[src/hw/eee_pcs_cfg.svh]
// Offsets, field positions, reset values and timing counts of the EEE/PCS bank.
`ifndef EEE_PCS_CFG_SVH
`define EEE_PCS_CFG_SVH

// =====================================================================
// Register indices (byte address is four times the index)
`define IDX_PCS_CONTROL 6'h00
`define IDX_PCS_STATUS 6'h01
`define IDX_EEE_CAPABILITY 6'h14
`define IDX_WAKE_FAULT_COUNT 6'h16
`define IDX_LOCAL_ADVERTISE 6'h3C
`define IDX_PARTNER_ABILITY 6'h3D
`define IDX_INT_STATUS 6'h20
`define IDX_INT_MASK 6'h21

// =====================================================================
// Field positions
`define BIT_PCS_SOFT_RESET 15
`define BIT_CLOCK_HALT 10
`define BIT_TX_LPI_SEEN 11
`define BIT_RX_LPI_SEEN 10
`define BIT_TX_LPI_LIVE 9
`define BIT_RX_LPI_LIVE 8
`define BIT_RX_LINK 2
`define BIT_GIG_EEE 2
`define BIT_FAST_EEE 1

// Interrupt status and mask fields.
`define INT_TX_LPI 0
`define INT_RX_LPI 1
`define INT_LINK_LOST 2
`define INT_WAKE_FAULT 3
`define INT_WIDTH 4

// =====================================================================
// Reset values
`define RST_CAPABILITY 16'h0006
`define RST_ADVERTISE 2'h3
`define RST_PARTNER 2'h0
`define RST_WAKE_COUNT 16'h0000
`define RST_INT_MASK 4'h0

// =====================================================================
// Timing: clock period and required wake times
`define CLK_PERIOD_NS 4
`define WAKE_TIME_GIG_NS 20000
`define WAKE_TIME_FAST_NS 30000
`define WAKE_CYC_GIG \
  ((`WAKE_TIME_GIG_NS + `CLK_PERIOD_NS - 1) / `CLK_PERIOD_NS)
`define WAKE_CYC_FAST \
  ((`WAKE_TIME_FAST_NS + `CLK_PERIOD_NS - 1) / `CLK_PERIOD_NS)

// =====================================================================
// Bus responses
`define RESP_OKAY 2'h0
`define RESP_SLVERR 2'h2

`endif

[src/hw/eee_pcs_pkg.sv]
// Types shared by the EEE/PCS register bank files.
package eee_pcs_pkg;

  typedef enum logic [0:0]
  {
    WAKE_IDLE = 1'b0,
    WAKE_RUN = 1'b1
  } wake_state_e;

  typedef logic [15:0] reg_word_t;

endpackage

[src/hw/eee_pcs_status_regs.sv]
// EEE and PCS status register bank with AXI4-Lite slave and interrupt.
//
// Operation
// - Latch transmit LPI seen until cleared.
// - Latch receive LPI seen, latch-high.
// - Live transmit LPI bit follows PCS.
// - Live receive LPI bit follows PCS.
// - Receive link status is latch-low.
// - Capability bit 2 reads constant one.
// - Capability bit 1 reads constant one.
// - Count wake faults in 16-bit counter.
// - Wake limit depends on active PHY type.
// - Gigabit advertisement writable, defaults one.
// - Fast advertisement writable, defaults one.
// - Partner gigabit ability follows partner indication.
// - Partner fast ability follows partner indication.
// - Soft reset bit restores all defaults except the interrupt status and mask.
//
// Our own choice: the AXI4-Lite register port.
`include "eee_pcs_cfg.svh"

module eee_pcs_status_regs #(
  parameter int unsigned WAKE_LIMIT_GIG_CYC = `WAKE_CYC_GIG,
  parameter int unsigned WAKE_LIMIT_FAST_CYC = `WAKE_CYC_FAST
)(
  input wire logic aclk,
  input wire logic aresetn,
  input wire logic [7:0] s_axi_awaddr,
  input wire logic s_axi_awvalid,
  output logic s_axi_awready,
  input wire logic [31:0] s_axi_wdata,
  input wire logic [3:0] s_axi_wstrb,
  input wire logic s_axi_wvalid,
  output logic s_axi_wready,
  output logic [1:0] s_axi_bresp,
  output logic s_axi_bvalid,
  input wire logic s_axi_bready,
  input wire logic [7:0] s_axi_araddr,
  input wire logic s_axi_arvalid,
  output logic s_axi_arready,
  output logic [31:0] s_axi_rdata,
  output logic [1:0] s_axi_rresp,
  output logic s_axi_rvalid,
  input wire logic s_axi_rready,
  input wire logic tx_lpi_active,
  input wire logic rx_lpi_active,
  input wire logic pcs_rx_link_up,
  input wire logic wake_start,
  input wire logic wake_done,
  input wire logic phy_is_gig,
  input wire logic partner_gig_eee_in,
  input wire logic partner_fast_eee_in,
  output logic local_gig_eee_advertise,
  output logic local_fast_eee_advertise,
  output logic pcs_soft_reset,
  output logic irq
);

  // =====================================================================
  // Write channel holding
  logic aw_full_reg;
  logic w_full_reg;
  logic [5:0] aw_idx_reg;
  logic [15:0] wdata_reg;
  logic [1:0] wstrb_reg;
  logic wr_fire;
  logic wr_known;

  assign s_axi_awready = !aw_full_reg;
  assign s_axi_wready = !w_full_reg;
  assign wr_fire = aw_full_reg && w_full_reg && !s_axi_bvalid;

  always_ff @(posedge aclk)
  begin
    if (!aresetn)
    begin
      aw_full_reg <= 1'b0;
      aw_idx_reg <= 6'h00;
    end
    else if (s_axi_awvalid && s_axi_awready)
    begin
      aw_full_reg <= 1'b1;
      aw_idx_reg <= s_axi_awaddr[7:2];
    end
    else if (wr_fire)
      aw_full_reg <= 1'b0;
  end

  always_ff @(posedge aclk)
  begin
    if (!aresetn)
    begin
      w_full_reg <= 1'b0;
      wdata_reg <= 16'h0000;
      wstrb_reg <= 2'h0;
    end
    else if (s_axi_wvalid && s_axi_wready)
    begin
      w_full_reg <= 1'b1;
      wdata_reg <= s_axi_wdata[15:0];
      wstrb_reg <= s_axi_wstrb[1:0];
    end
    else if (wr_fire)
      w_full_reg <= 1'b0;
  end

  always_comb
  begin
    case (aw_idx_reg)
      `IDX_PCS_CONTROL, `IDX_PCS_STATUS, `IDX_EEE_CAPABILITY,
      `IDX_WAKE_FAULT_COUNT, `IDX_LOCAL_ADVERTISE, `IDX_PARTNER_ABILITY,
      `IDX_INT_STATUS, `IDX_INT_MASK:
        wr_known = 1'b1;
      default:
        wr_known = 1'b0;
    endcase
  end

  always_ff @(posedge aclk)
  begin
    if (!aresetn)
    begin
      s_axi_bvalid <= 1'b0;
      s_axi_bresp <= `RESP_OKAY;
    end
    else if (wr_fire)
    begin
      s_axi_bvalid <= 1'b1;
      s_axi_bresp <= wr_known ? `RESP_OKAY : `RESP_SLVERR;
    end
    else if (s_axi_bready)
      s_axi_bvalid <= 1'b0;
  end

  // =====================================================================
  // Decoded write strobes
  logic wr_ctrl_hi;
  logic wr_ctrl_lo;
  logic wr_adv;
  logic wr_int_status;
  logic wr_int_mask;
  logic soft_reset_now;

  assign wr_ctrl_hi = wr_fire && aw_idx_reg == `IDX_PCS_CONTROL &&
                      wstrb_reg[1];
  assign wr_ctrl_lo = wr_ctrl_hi;
  assign wr_adv = wr_fire && aw_idx_reg == `IDX_LOCAL_ADVERTISE &&
                  wstrb_reg[0];
  assign wr_int_status = wr_fire && aw_idx_reg == `IDX_INT_STATUS &&
                         wstrb_reg[0];
  assign wr_int_mask = wr_fire && aw_idx_reg == `IDX_INT_MASK &&
                       wstrb_reg[0];
  assign soft_reset_now = wr_ctrl_hi && wdata_reg[`BIT_PCS_SOFT_RESET];

  // =====================================================================
  // Read side
  logic rd_fire;
  logic status_rd;
  logic [5:0] rd_idx;

  assign s_axi_arready = !s_axi_rvalid;
  assign rd_fire = s_axi_arvalid && s_axi_arready;
  assign rd_idx = s_axi_araddr[7:2];
  assign status_rd = rd_fire && rd_idx == `IDX_PCS_STATUS;

  // =====================================================================
  // PCS control and status latches
  logic clock_halt_capable;
  logic tx_lpi_seen_latched;
  logic rx_lpi_seen_latched;
  logic pcs_rx_link_latched_low;
  logic [2:1] partner_ability_reg;

  always_ff @(posedge aclk)
  begin
    if (!aresetn || soft_reset_now)
      clock_halt_capable <= 1'b0;
    else if (wr_ctrl_lo)
      clock_halt_capable <= wdata_reg[`BIT_CLOCK_HALT];
  end

  always_ff @(posedge aclk)
  begin
    if (!aresetn)
      pcs_soft_reset <= 1'b0;
    else
      pcs_soft_reset <= soft_reset_now;
  end

  // An event in the reading cycle keeps its flag set.
  always_ff @(posedge aclk)
  begin
    if (!aresetn || soft_reset_now)
    begin
      tx_lpi_seen_latched <= 1'b0;
      rx_lpi_seen_latched <= 1'b0;
    end
    else
    begin
      tx_lpi_seen_latched <= tx_lpi_active ||
                             (tx_lpi_seen_latched && !status_rd);
      rx_lpi_seen_latched <= rx_lpi_active ||
                             (rx_lpi_seen_latched && !status_rd);
    end
  end

  always_ff @(posedge aclk)
  begin
    if (!aresetn || soft_reset_now)
      pcs_rx_link_latched_low <= 1'b0;
    else if (!pcs_rx_link_up)
      pcs_rx_link_latched_low <= 1'b0;
    else if (status_rd)
      pcs_rx_link_latched_low <= 1'b1;
  end

  always_ff @(posedge aclk)
  begin
    if (!aresetn || soft_reset_now)
      partner_ability_reg <= `RST_PARTNER;
    else
      partner_ability_reg <= {partner_gig_eee_in,
                              partner_fast_eee_in};
  end

  // =====================================================================
  // Local advertisement
  always_ff @(posedge aclk)
  begin
    if (!aresetn || soft_reset_now)
    begin
      local_gig_eee_advertise <= 1'b1;
      local_fast_eee_advertise <= 1'b1;
    end
    else if (wr_adv)
    begin
      local_gig_eee_advertise <= wdata_reg[`BIT_GIG_EEE];
      local_fast_eee_advertise <= wdata_reg[`BIT_FAST_EEE];
    end
  end

  // =====================================================================
  // Wake fault counting
  eee_pcs_pkg::reg_word_t wake_fault_counter;
  logic wake_fault_pulse;

  wake_fault_timer #(
    .LIMIT_GIG(WAKE_LIMIT_GIG_CYC[15:0]),
    .LIMIT_FAST(WAKE_LIMIT_FAST_CYC[15:0])
  ) u_wake (
    .aclk(aclk),
    .aresetn(aresetn),
    .clear(soft_reset_now),
    .wake_start(wake_start),
    .wake_done(wake_done),
    .phy_gig(phy_is_gig),
    .fault_count(wake_fault_counter),
    .fault_pulse(wake_fault_pulse)
  );

  // =====================================================================
  // Interrupt status and mask
  logic [`INT_WIDTH-1:0] int_status_reg;
  logic [`INT_WIDTH-1:0] int_mask_reg;
  logic [`INT_WIDTH-1:0] int_events;
  logic tx_lpi_prev_reg;
  logic rx_lpi_prev_reg;
  logic link_prev_reg;

  always_ff @(posedge aclk)
  begin
    if (!aresetn)
    begin
      tx_lpi_prev_reg <= 1'b0;
      rx_lpi_prev_reg <= 1'b0;
      link_prev_reg <= 1'b0;
    end
    else
    begin
      tx_lpi_prev_reg <= tx_lpi_active;
      rx_lpi_prev_reg <= rx_lpi_active;
      link_prev_reg <= pcs_rx_link_up;
    end
  end

  assign int_events[`INT_TX_LPI] = tx_lpi_active && !tx_lpi_prev_reg;
  assign int_events[`INT_RX_LPI] = rx_lpi_active && !rx_lpi_prev_reg;
  assign int_events[`INT_LINK_LOST] = link_prev_reg && !pcs_rx_link_up;
  assign int_events[`INT_WAKE_FAULT] = wake_fault_pulse;

  // Write-one-to-clear; a simultaneous event wins over the clear.
  always_ff @(posedge aclk)
  begin
    if (!aresetn)
      int_status_reg <= '0;
    else if (wr_int_status)
      int_status_reg <= (int_status_reg & ~wdata_reg[`INT_WIDTH-1:0]) |
                        int_events;
    else
      int_status_reg <= int_status_reg | int_events;
  end

  always_ff @(posedge aclk)
  begin
    if (!aresetn)
      int_mask_reg <= `RST_INT_MASK;
    else if (wr_int_mask)
      int_mask_reg <= wdata_reg[`INT_WIDTH-1:0];
  end

  assign irq = |(int_status_reg & int_mask_reg);

  // =====================================================================
  // Read data
  eee_pcs_pkg::reg_word_t rd_word;
  logic rd_known;

  always_comb
  begin
    rd_word = 16'h0000;
    rd_known = 1'b1;
    case (rd_idx)
      `IDX_PCS_CONTROL:
        rd_word[`BIT_CLOCK_HALT] = clock_halt_capable;
      `IDX_PCS_STATUS:
      begin
        rd_word[`BIT_TX_LPI_SEEN] = tx_lpi_seen_latched;
        rd_word[`BIT_RX_LPI_SEEN] = rx_lpi_seen_latched;
        rd_word[`BIT_TX_LPI_LIVE] = tx_lpi_active;
        rd_word[`BIT_RX_LPI_LIVE] = rx_lpi_active;
        rd_word[`BIT_RX_LINK] = pcs_rx_link_latched_low;
      end
      `IDX_EEE_CAPABILITY:
        rd_word = `RST_CAPABILITY;
      `IDX_WAKE_FAULT_COUNT:
        rd_word = wake_fault_counter;
      `IDX_LOCAL_ADVERTISE:
      begin
        rd_word[`BIT_GIG_EEE] = local_gig_eee_advertise;
        rd_word[`BIT_FAST_EEE] = local_fast_eee_advertise;
      end
      `IDX_PARTNER_ABILITY:
        rd_word[2:1] = partner_ability_reg;
      `IDX_INT_STATUS:
        rd_word[`INT_WIDTH-1:0] = int_status_reg;
      `IDX_INT_MASK:
        rd_word[`INT_WIDTH-1:0] = int_mask_reg;
      default:
        rd_known = 1'b0;
    endcase
  end

  always_ff @(posedge aclk)
  begin
    if (!aresetn)
    begin
      s_axi_rvalid <= 1'b0;
      s_axi_rdata <= 32'h00000000;
      s_axi_rresp <= `RESP_OKAY;
    end
    else if (rd_fire)
    begin
      s_axi_rvalid <= 1'b1;
      s_axi_rdata <= {16'h0000, rd_word};
      s_axi_rresp <= rd_known ? `RESP_OKAY : `RESP_SLVERR;
    end
    else if (s_axi_rready)
      s_axi_rvalid <= 1'b0;
  end
endmodule // eee_pcs_status_regs

[src/hw/wake_fault_timer.sv]
// Wake sequence timer with saturating wake-fault counter.
`include "eee_pcs_cfg.svh"

module wake_fault_timer #(
  parameter logic [15:0] LIMIT_GIG = 16'h1388,
  parameter logic [15:0] LIMIT_FAST = 16'h1D4C
)(
  input wire logic aclk,
  input wire logic aresetn,
  input wire logic clear,
  input wire logic wake_start,
  input wire logic wake_done,
  input wire logic phy_gig,
  output eee_pcs_pkg::reg_word_t fault_count,
  output logic fault_pulse
);

  eee_pcs_pkg::wake_state_e state_reg;
  logic [15:0] timer_reg;
  logic [15:0] limit_reg;
  logic fault;

  // A fault is declared once the wake runs past the limit of the PHY type.
  assign fault = (state_reg == eee_pcs_pkg::WAKE_RUN) && !wake_done &&
                 (timer_reg == limit_reg - 16'h0001);

  // =====================================================================
  // Wake sequence tracking
  always_ff @(posedge aclk)
  begin
    if (!aresetn || clear)
    begin
      state_reg <= eee_pcs_pkg::WAKE_IDLE;
      timer_reg <= 16'h0000;
      limit_reg <= 16'h0001;
    end
    else
    begin
      case (state_reg)
        eee_pcs_pkg::WAKE_IDLE:
        begin
          if (wake_start)
          begin
            state_reg <= eee_pcs_pkg::WAKE_RUN;
            timer_reg <= 16'h0000;
            limit_reg <= phy_gig ? LIMIT_GIG : LIMIT_FAST;
          end
        end
        eee_pcs_pkg::WAKE_RUN:
        begin
          if (wake_done || fault)
            state_reg <= eee_pcs_pkg::WAKE_IDLE;
          timer_reg <= timer_reg + 16'h0001;
        end
        default:
          state_reg <= eee_pcs_pkg::WAKE_IDLE;
      endcase
    end
  end

  // =====================================================================
  // Saturating fault counter
  always_ff @(posedge aclk)
  begin
    if (!aresetn || clear)
    begin
      fault_count <= `RST_WAKE_COUNT;
      fault_pulse <= 1'b0;
    end
    else
    begin
      fault_pulse <= fault;
      if (fault && fault_count != 16'hFFFF)
        fault_count <= fault_count + 16'h0001;
    end
  end
endmodule // wake_fault_timer

[config.mk]
export PLATFORM = sky130hd
export DESIGN_NAME = eee_pcs_status_regs
export DESIGN_NICKNAME = d
export VERILOG_FILES = /design/src/hw/eee_pcs_pkg.sv /design/src/hw/eee_pcs_status_regs.sv /design/src/hw/wake_fault_timer.sv
export VERILOG_INCLUDE_DIRS = /design/src /design/src/hw
export SDC_FILE = /design/constraint.sdc
export NUM_CORES = 1
export LEC_CHECK = 0
export BUFFER_PORTS_ARGS = -buffer_cell sky130_fd_sc_hd__clkbuf_2
export CAP_MARGIN = 20
export CORE_ASPECT_RATIO = 1.5
export CORE_MARGIN = 2
export CORE_UTILIZATION = 59
export CTS_BUF_LIST = sky130_fd_sc_hd__clkbuf_8
export DETAILED_ROUTE_END_ITERATION = 12
export PLACE_DENSITY = 0.87
export SLEW_MARGIN = 25
export SYNTH_ARGS = -nofsm -noshare
export SYNTH_HDL_FRONTEND = slang
export SYNTH_SLANG_ARGS = --single-unit
[constraint.sdc]
create_clock -name aclk -period 5.85 [get_ports aclk]
set_input_delay 1.755 -clock aclk [delete_from_list [all_inputs] [get_ports aclk]]
set_output_delay 1.755 -clock aclk [all_outputs]
set_load 0.1 [all_outputs]
; Word level (Yosys, flattened, before mapping)
; Cells that the tools add are included.
[word_totals]
register_bits = 118
inputBits = 67
output_inout_bits = 45
wordCells = 130
[classes]
add_sub_neg = 3
eq_ne = 17
mux = 27
n_bitwise = 7
reduce_logical = 48
[ops]
columns = op, n
row1 = $eq 6x6->1 const B, 8
row2 = $add 16x1->16 const B, 2
row3 = $pmux 16 s2, 1
row4 = $eq 6x5->1 const B, 4
row5 = $logic_and 1x1->1, 23
row6 = $eq 16x16->1, 1
row7 = $mux 16, 1
row8 = $ne 16x16->1 const B, 1
row9 = $reduce_or 8->1, 2
row10 = $sub 16x1->16 const B, 1
row11 = $eq 6x1->1 const B, 2
row12 = $logic_not 6->1, 2
row13 = $mux 12, 1
row14 = $mux 4, 3
row15 = $mux 1, 11
row16 = $logic_not 1->1, 10
row17 = $pmux 1 s3, 3
row18 = $and 4x4->4, 2
row19 = $or 4x4->4, 2
row20 = $reduce_bool 2->1, 4
row21 = $pmux 1 s7, 1
row22 = $pmux 1 s6, 1
row23 = $logic_or 1x1->1, 4
row24 = $mux 2, 2
row25 = 8 further kinds, 10

; Logic depth before layout (Yosys ltp)
; Gate-level depths: netlist (run 1).
[depth]
ltp_word = 7
ltp_mapped = 12
mapped_depth_nobuf = 9

; By module
; From an unflattened synthesis (run 1), not the netlist that was laid out.
[unflattened]
cells_unflattened = 532
area_unflattened_um2 = 4645.7
[modules_own_cells]
columns = module, n_inst, cells_per_inst, area_per_inst_um2, seq_area_each_um2
row1 = eee_pcs_status_regs, 1, 274, 2549.9, 1121.1
row2 = wake_fault_timer, 1, 258, 2095.8, 760.7

; Least setup slack after synthesis (run 1)
; No wires, ideal clock.
[synth_timing]
path_type = reg-to-output
startpoint = reg s_axi_rvalid
endpoint = out s_axi_arready
t_arrival_ps = 1687
required_time_ps = 4095
path_slack_ps = 2408
path_stages_with_launch = 2
path_buffers = 0
cell_sequence = dfxtp_1 inv_1
[synth_via]
elab_chain_len = 1
[synth_lines]
columns = element, line
row1 = "start, declared", eee_pcs_status_regs.sv:43  ; output logic s_axi_rvalid,
row2 = "start signal, assigned", eee_pcs_status_regs.sv:357  ; s_axi_rvalid <= 1'b0;
row3 = "start signal, assigned", eee_pcs_status_regs.sv:363  ; s_axi_rvalid <= 1'b1;
row4 = "start signal, assigned", eee_pcs_status_regs.sv:368  ; s_axi_rvalid <= 1'b0;
row5 = $logic_not 1->1, eee_pcs_status_regs.sv:161  ; assign s_axi_arready = !s_axi_rvalid;
row6 = "end, declared", eee_pcs_status_regs.sv:40  ; output logic s_axi_arready,
; Every way passes these cells.

; Worst setup path in the final report (run 1)
[layout_timing]
startpoint = in wake_done
endpoint = reg u_wake.fault_count[5]
[layout_via]
elab_chain_len = 4
[layout_lines]
columns = element, line
row1 = "start, declared", eee_pcs_status_regs.sv:49  ; input wire logic wake_done,
row2 = $logic_not 1->1, wake_fault_timer.sv:24  ; assign fault = (state_reg == eee_pcs_pkg::WAKE_RUN) && !wake_done &&
row3 = $logic_and 1x1->1 (2 in series), wake_fault_timer.sv:24
row4 = $logic_and 1x1->1, wake_fault_timer.sv:73  ; if (fault && fault_count != 16'hFFFF)
row5 = "end signal, assigned", wake_fault_timer.sv:67  ; fault_count <= `RST_WAKE_COUNT;
row6 = "end signal, assigned", wake_fault_timer.sv:74  ; fault_count <= fault_count + 16'h0001;
row7 = "end, declared", wake_fault_timer.sv:14  ; output eee_pcs_pkg::reg_word_t fault_count,
; Every way passes these cells.
; A chain may end at the register's enable or synchronous reset.

==> impl_metrics.ini, run 1 <==
[run_status]
status = complete, no violations

[sta]
setup-violations-final = 0
skew_ps = 7.26
setup-tns-final_ps = 0
relSlewSlack_pct = 35.7
rsz0062_at_grt = no
hold_viol = 0
finalCritPeriodShare_pct = 56.0
post-route-min-period_ps = 3270
fmax_mhz = 305
tightest_slew_ps = 962
slew_violations = 0

[cells_and_area]
n_fill_cell = 658
layout.cells.non_filler = 689
fin_nets = 652
layout_common_cells = 94 x dfxtp_1, 77 x nor2_1, 61 x clkbuf_2, 49 x nand2_1, 39 x a21oi_1
final_common_cell = dfxtp_1
area_growth_syn_to_layout_pct = 9.76
fin_area_um2 = 4920
drive_gt1_share_pct = 16.7
antennaDiodeCount = 0

[die]
start_util_pct = 59.7
die-area_um2 = 8330
rows = 39
core_um2 = 7510
ios = 112
die_y_um = 111
die_w_um = 75.2

[clocking]
clock_path_buffers = 2
cts_tree = yes
cts_root_buf = clkbuf_8
cts_resized = 0
clock_latency_ps = 370
htree_levels = 3
clk_pin_slew_ps = 80
cts_hold_buffers = 0
cts_made_buffers = 9
clock-sinks = 94
post_cts_buffers = 0

[synthesis]
yosysTopAreaCell = dfxtp_1
netlist_area_um2 = 4490
synthCells = 538
syn_area_per_cell_um2 = 8.34
synth_edf_count = 0
synthArstFlopShare_pct = 0
synth_seq_cells = 94
synth_top_area_share_pct = 41.9
synth_warnings = 0
yosysUniqueCellTypes = 55
ys_seq_area_share_pct = 41.9
synth_area_leaders = dfxtp_1 42%, mux2i_1 6.7%, nor2_1 6.4%
synth_ff_type = dfxtp_1

[global_routing]
grt_pass1_vias = 3777
grtUsageTotal_pct = 25.2
grt_max_degree = 43
grt_pass1_wl_um = 16600
grt-ovfl-total = 0
antenna_found_initial = 0

[placed_design]
dp_cells = 673
portBuffers = 61
place_area_um2 = 4740
gp_congestion = 0.898
dp_hpwl_um = 7360

[drt]
drtIter0Drc = 278
dr.pass1.iters = 4
wl_per_cell_um = 14.5
vias = 3959
detail_route.vias_per_cell = 5.75
ant_nets = 0
drc = 0
drt-total-wl_um = 10000

[critical_path]
crit_buf_inv = 1
critPathKind = in2reg
crit_fanout = 18
critPathTopFamily = simple AND/OR/NAND/NOR gates
required_ps = 6150
slowest_delay_ps = 540
critPathLaunchType = input pin
path_cells = clkbuf_2 -> nor2b_1 -> o21ai_0 -> nor4_4 -> nand2_2 -> or4_1 -> a21oi_1
slowest_stage = or4_1
end_kind = flip-flop
cp.arrival_ps = 3570

[job]
drv_cap = 0

[power]
p_sw_share_pct = 30.6
power_frac_seq_pct = 52.6
p_switching_w = 0.000394
power_frac_comb_pct = 16.3
p_total_w = 0.00129
ir_drop_v = 0.000131
cellLeakagePower_nw = 1.94
p_int_w = 0.000894
p_clk_share_pct = 31.1
powerDensity_nw_per_um2 = 262

[hold_path]
worstHoldPathType = reg2reg
-- final timing paths --
kind	to	from	depth (start not counted)	slack [ps]
min reg2reg	s_axi_rdata[15]	s_axi_rdata[15]	2	460
max	u_wake.fault_count[5]	wake_done	7	2580
min	s_axi_rdata[15]	s_axi_rdata[15]	2	460
max reg2reg	u_wake.fault_count[5]	u_wake.limit_reg[11]	9	2790
-- cell type report --
class / instances / area [µm²] / share of cell area (%)
clock buffer: 12 / 165 / 3.35
clock inverter: 4 / 21.3 / 0.432
inverter: 11 / 41.3 / 0.838
multi-input combinational: 402 / 2360 / 47.9
sequential: 94 / 1880 / 38.2
tap: 102 / 128 / 2.59
timing repair buffer: 64 / 328 / 6.66
-- synthesized netlist by cell type, drive strengths merged, types with 3 or more instances --
master	n
a21oi	40
mux2i	30
clkbuf	22
xnor2	8
buf	26
xor2	6
and4	7
mux2	7
nand4	12
nand2	50
and3	7
nand3	34
a32oi	4
dfxtp	94
nor2b	9
or4	3
and2	10
a211oi	4
nor4	4
or2	6
nand2b	3
o21ai	11
or3	9
nor3	10
inv	10
nor3b	3
o21a	3
nor2	77
ha	3
-- per-stage QoR --
step | hold slack, ps | utilization, % | setup slack, ps
5_1_grt | 481 | 65.5 | 2420
2_1_floorplan | 413 | - | 2410
4_1_cts | 464 | 65.5 | 2590
3_3_place_gp | 422 | 63.1 | 2280
6_report | 462 | 65.5 | 2580
3_5_place_dp | 455 | 63.1 | 2200
-- logic make-up (layout without fill, tap and decap cells) --
| kind of cell | count (synthesis) | count (layout) | synth area share [%] |
|---|---|---|---|
| AO/OA/AOI/OAI | 83 | 83 | 11.8 |
| XOR/XNOR | 14 | 14 | 2.73 |
| adder cells (fa/ha/maj) | 3 | 3 | 0.837 |
| buffers and inverters | 59 | 91 | 6.89 |
| flip-flops | 94 | 94 | 41.9 |
| multiplexers | 37 | 37 | 8.45 |
| other | 1 | 18 | 0.0836 |
| AND/OR/NAND/NOR | 247 | 247 | 27.2 |
-- power groups by stage --
stage	registers, W	clock network (W)	logic (W)
finish	0.000678	0.000400	0.000210
global route	0.000681	0.000432	0.000224
CTS	0.000678	0.000408	0.000210
detailed placement	0.000692	0	0.000208
global placement	0.000691	0	0.000204
floorplan	0.000713	0	0.000159
-- tightest hold or removal path, stage by stage, from the launching register on --
cell,delay [ps]
dfxtp_1,310
nand2_1,50
a21oi_1,50
-- routing by layer --
metal,share of wire [%],vias up,track usage (%)
li1,-,1934,-
met1,38,1899,27.1
met2,55,108,45.4
met3,4.4,18,5.73
met4,2.4,0,10.4
met5,0,-,0
(Power assumes the default switching activity.)
==> run 2, diff against run 1 <==
- CORE_UTILIZATION: 59 -> 50
- PLACE_DENSITY: 0.87 -> 0.79
- clock period: 5.85 -> 2.75 ns (I/O delays scaled with it)
==> run 2 against run 1 <==
Compared with the run above:
- final cell count increased by 2.3%
- critical path depth grew 2
- sequential share of layout area down 0.66 points
- clock skew is 4.6 ps higher
- global-route usage is 4.5 points lower
- first-iteration DRC count fell by 21%
- worst setup slack got worse by 2400 ps
- worst hold slack worse by 9.6 ps
- via count shrank 1.7%
- sequential power rose by 110%
- critical endpoint unchanged
- register-to-register slack got worse by 2600 ps
- combinational power grew 120%
==> impl_metrics.ini, run 2 (same netlist as run 1, synthesis figures left out) <==
[sta]
slew_violations = 0
fmax_mhz = 392
relSlewSlack_pct = 50.9
finalCritPeriodShare_pct = 92.7
rsz0062_at_grt = no
skew_ps = 11.8
setup-violations-final = 0
tightest_slew_ps = 736
post-route-min-period_ps = 2550
setup-tns-final_ps = 0
hold_viol = 0

[drt]
wl_per_cell_um = 14.0
detail_route.vias_per_cell = 5.52
drt-total-wl_um = 9850
dr.pass1.iters = 5
vias = 3893
drc = 0
ant_nets = 0
drtIter0Drc = 221

[power]
powerDensity_nw_per_um2 = 560
ir_drop_v = 0.000334
cellLeakagePower_nw = 2.00

[global_routing]
grt_pass1_vias = 3504
use_met2_pct = 36.5
grt_max_degree = 43
grtUsageMet1_pct = 23.5
antenna_found_initial = 0
global_route.usage.met3_pct = 3.98
grt_pass1_wl_um = 15900
grt.busiest_layer = met2
grt-ovfl-total = 0
grtUsageTotal_pct = 20.8

[clocking]
htree_levels = 3
cts_tree = yes
cts_made_buffers = 9
cts_hold_buffers = 0
clock_path_buffers = 2
clock-sinks = 94
clk_pin_slew_ps = 90
cts_root_buf = clkbuf_8
clock_latency_ps = 370

[placed_design]
portBuffers = 61
place_area_um2 = 4810
dp_cells = 689
gp_congestion = 0.910
dp_hpwl_um = 7470

[die]
start_util_pct = 51.1
rows = 42
die_y_um = 120
die_w_um = 81.3
core_um2 = 8780
die-area_um2 = 9760
ios = 112

[cells_and_area]
n_fill_cell = 779
fin_nets = 660
drive_gt1_share_pct = 18.0
antennaDiodeCount = 0
area_growth_syn_to_layout_pct = 11.7
layout.cells.non_filler = 705
multiInputGateArea_um2 = 2360
layout_common_cells = 94 x dfxtp_1, 77 x nor2_1, 61 x clkbuf_2, 49 x nand2_1, 39 x a21oi_1
final_common_cell = dfxtp_1
seq_area_um2 = 1880
fin_area_um2 = 5010

[critical_path]
required_ps = 3050
critPathKind = reg2reg
worstReg2RegStart = u_wake.limit_reg[11]
r2r_cells = 9
r2r_slack_ps = 200
cp.arrival_ps = 2850
end_kind = flip-flop
crit_fanout = 18
critPathLaunchType = flip-flop
worst_r2r_endpoint = u_wake.fault_count[5]

[hold_path]
whs_endpoint = int_status_reg[3]
worstHoldPathType = reg2reg
hold_path.startpoint = u_wake.fault_pulse
hold_path_depth = 2

[run_status]
status = complete, no violations

[job]
drv_cap = 0
run 2: final cells by class:
class,count,share of cell area (%)
timing repair buffer,72,7.74
tap,110,2.75
sequential,94,37.6
multi-input combinational,402,47.2
clock buffer,10,2.75
clock inverter,6,1.20
inverter,11,0.824
run 2: timing repair:
action,4_1_cts,5_1_grt
setup buffers,0,0
resized for setup,0,1
setup endpoints to repair,0,1
run 2: stage by stage:
stage / utilization [%] / hold slack [ps] / setup slack [ps] / total power [W]
6_report: 57.1 / 452 / 201 / 0.00281
5_1_grt: 57.1 / 477 / 57.4 / 0.00292
4_1_cts: 57.0 / 460 / 145 / 0.00283
3_5_place_dp: 54.8 / 444 / 171 / 0.00193
3_3_place_gp: 54.8 / 424 / 258 / 0.00191
2_1_floorplan: - / 413 / 120 / 0.00186
run 2: metal layers:
layer  routed length (µm)  share of wire (%)  vias to the layer above
li1                     -                  -                     1956
met2                 5130                 52                      100
met5                    0                  0                        -
met4                  255                2.6                        0
met3                  487                4.9                       20
met1                 3980                 40                     1817
run 2: how the worst max path moves through the flow:
stage                         startpoint               endpoint  slack [ps]  cells after the start
floorplan                   s_axi_rvalid        s_axi_rdata[11]         120                      5
global placement    u_wake.limit_reg[11]  u_wake.fault_count[5]         260                      9
detailed placement  u_wake.limit_reg[11]  u_wake.fault_count[5]         170                      9
CTS                 u_wake.limit_reg[11]  u_wake.fault_count[5]         150                      9
global route         u_wake.limit_reg[0]  u_wake.fault_count[5]          60                      9
finish              u_wake.limit_reg[11]  u_wake.fault_count[5]         200                      9
run 2: worst max-delay path: stages, from the launching register on:
cell      delay (ps)
dfxtp_1          320
inv_1             80
ha_1             240
or3b_2           500
mux2i_1          140
o211ai_1          90
and4_1           300
nand2_4          160
or4_1            510
a21oi_1          140
run 2: where the power goes:
| group | total [W] | internal, W | switching [W] |
|---|---|---|---|
| registers | 0.00144 | 0.00140 | 0.0000370 |
| clock network | 0.000909 | 0.000381 | 0.000529 |
| logic | 0.000458 | 0.000114 | 0.000344 |
| total | 0.00281 | 0.00190 | 0.000910 |
==> run 3, diff against run 2 <==
- CORE_UTILIZATION: 50 -> 55
- PLACE_DENSITY: 0.79 -> 0.82
- clock period: 2.75 -> 2.8 ns (I/O delays scaled with it)
==> run 3 against run 2 <==
Compared with the run above:
- sequential share of layout area barely moved
- power rose by 0.91%
- clock power rose by 6.7%
- critical path depth did not move
- combinational power fell by 2%
- final cell count fell by 0.85%
- die area fell by 8.7%
- largest cell class unchanged
- largest power group unchanged
==> impl_metrics.ini, run 3 (same netlist as run 1, synthesis figures left out) <==
[die]
die_y_um = 115
die_w_um = 77.7
start_util_pct = 56.4
rows = 40
core_um2 = 7960
die-area_um2 = 8910
ios = 112

[cells_and_area]
antennaDiodeCount = 0
final_common_cell = dfxtp_1
drive_gt1_share_pct = 17.5
layout.cells.non_filler = 699
layout_common_cells = 94 x dfxtp_1, 77 x nor2_1, 61 x clkbuf_2, 49 x nand2_1, 39 x a21oi_1
seq_area_um2 = 1880
area_growth_syn_to_layout_pct = 11.7
fin_nets = 659
utilization_pct = 63.0
n_fill_cell = 674
multiInputGateArea_um2 = 2360

[drt]
drt-total-wl_um = 9910
ant_nets = 0
detail_route.vias_per_cell = 5.64
vias = 3944
drc = 0
drtIter0Drc = 243
dr.pass1.iters = 5
wl_per_cell_um = 14.2

[clocking]
clock_path_buffers = 2
cts_resized = 0
post_cts_buffers = 0
htree_levels = 3
clock_latency_ps = 370
cts_tree = yes
cts_made_buffers = 9
clock-sinks = 94
cts_hold_buffers = 0
clk_pin_slew_ps = 80
cts_root_buf = clkbuf_8

[hold_path]
hold_path.startpoint = u_wake.fault_pulse
whs_endpoint = int_status_reg[3]
worstHoldPathType = reg2reg
hold_path_depth = 2

[global_routing]
grt_pass1_wl_um = 17100
grt_pass1_vias = 3796
grt_max_degree = 43
grt-ovfl-total = 0
antenna_found_initial = 0
grtUsageTotal_pct = 23.8

[power]
powerDensity_nw_per_um2 = 565
cellLeakagePower_nw = 1.99
ir_drop_v = 0.000390
p_total_w = 0.00283

[sta]
skew_ps = 8.10
post-route-min-period_ps = 2580
setup-tns-final_ps = 0
fmax_mhz = 387
relSlewSlack_pct = 49.9
timing.final.ws_setup_ps = 216
setup-violations-final = 0
hold_viol = 0
rsz0062_at_grt = no
slew_violations = 0
tightest_slew_ps = 751
finalCritPeriodShare_pct = 92.3

[critical_path]
critPathLaunchType = flip-flop
r2r_slack_ps = 220
critPathKind = reg2reg
end_kind = flip-flop
worstReg2RegStart = u_wake.limit_reg[0]
required_ps = 3100
cp.arrival_ps = 2890
crit_fanout = 18
worst_r2r_endpoint = u_wake.fault_count[5]
r2r_cells = 9

[placed_design]
dp_hpwl_um = 7410
pre_cts_ws_ps = 240
gp_congestion = 0.886
portBuffers = 61
dp_cells = 683

[run_status]
status = complete, no violations

[job]
drv_cap = 0
-- run 3: cell count changes in the layout (fill, tap and decap cells not counted), moves of 2 or more --
| cell | previous run | this run |
|---|---|---|
| inv_8 | 3 | 0 |
| bufinv_16 | 0 | 2 |
| clkinv_2 | 0 | 2 |
| inv_1 | 10 | 12 |
| inv_6 | 2 | 0 |
-- run 3: report_power, final --
| part | internal [W] | total (W) | switching [W] | leakage, nW |
|---|---|---|---|---|
| Clock | 0.000518 | 0.000970 | 0.000452 | 0.119 |
| Combinational | 0.000111 | 0.000449 | 0.000338 | 1.11 |
| Sequential | 0.00138 | 0.00141 | 0.0000370 | 0.766 |
| Total | 0.00200 | 0.00283 | 0.000827 | 1.99 |
-- run 3: worst max-delay path, stage by stage (launching register included) --
cell     delay, ps
dfxtp_1        340
inv_1           50
ha_1           240
xnor2_1        230
xnor2_1         90
o41ai_1        380
and4_1         310
nand2_2        210
or4_1          520
a21oi_1        140
-- run 3: area by class of cell --
| class | instances | area share (%) |
|---|---|---|
| clock buffers | 10 | 2.75 |
| clock inverters | 6 | 1.55 |
| flip-flops and latches | 94 | 37.6 |
| well taps | 105 | 2.62 |
| inverters | 11 | 0.824 |
| multi-input cells | 402 | 47.1 |
| repair buffers | 71 | 7.59 |
-- run 3: worst max path at each step --
stage	from	endpoint	slack, ps	cells after the start
floorplan	s_axi_rvalid	s_axi_rdata[11]	170	5
CTS	u_wake.limit_reg[0]	u_wake.fault_count[5]	200	9
finish	u_wake.limit_reg[0]	u_wake.fault_count[5]	220	9
detailed placement	wake_done	u_wake.fault_count[5]	240	7
global placement	u_wake.limit_reg[11]	u_wake.fault_count[5]	300	9
global route	u_wake.limit_reg[0]	u_wake.fault_count[5]	70	9
-- run 3: metrics by stage --
step	hold slack (ps)	cell area (µm²)
2_1_floorplan	413	4550
3_3_place_gp	424	4790
3_5_place_dp	434	4790
4_1_cts	454	5010
5_1_grt	478	5010
6_report	447	5010
-- run 3: layer usage --
metal / track usage [%] / vias to the layer above / wire length, µm
met5: 0 / - / 0
met4: 10.6 / 0 / 204
met3: 5.68 / 21 / 567
met2: 42.7 / 117 / 5280
met1: 26.3 / 1865 / 3860
li1: - / 1941 / -
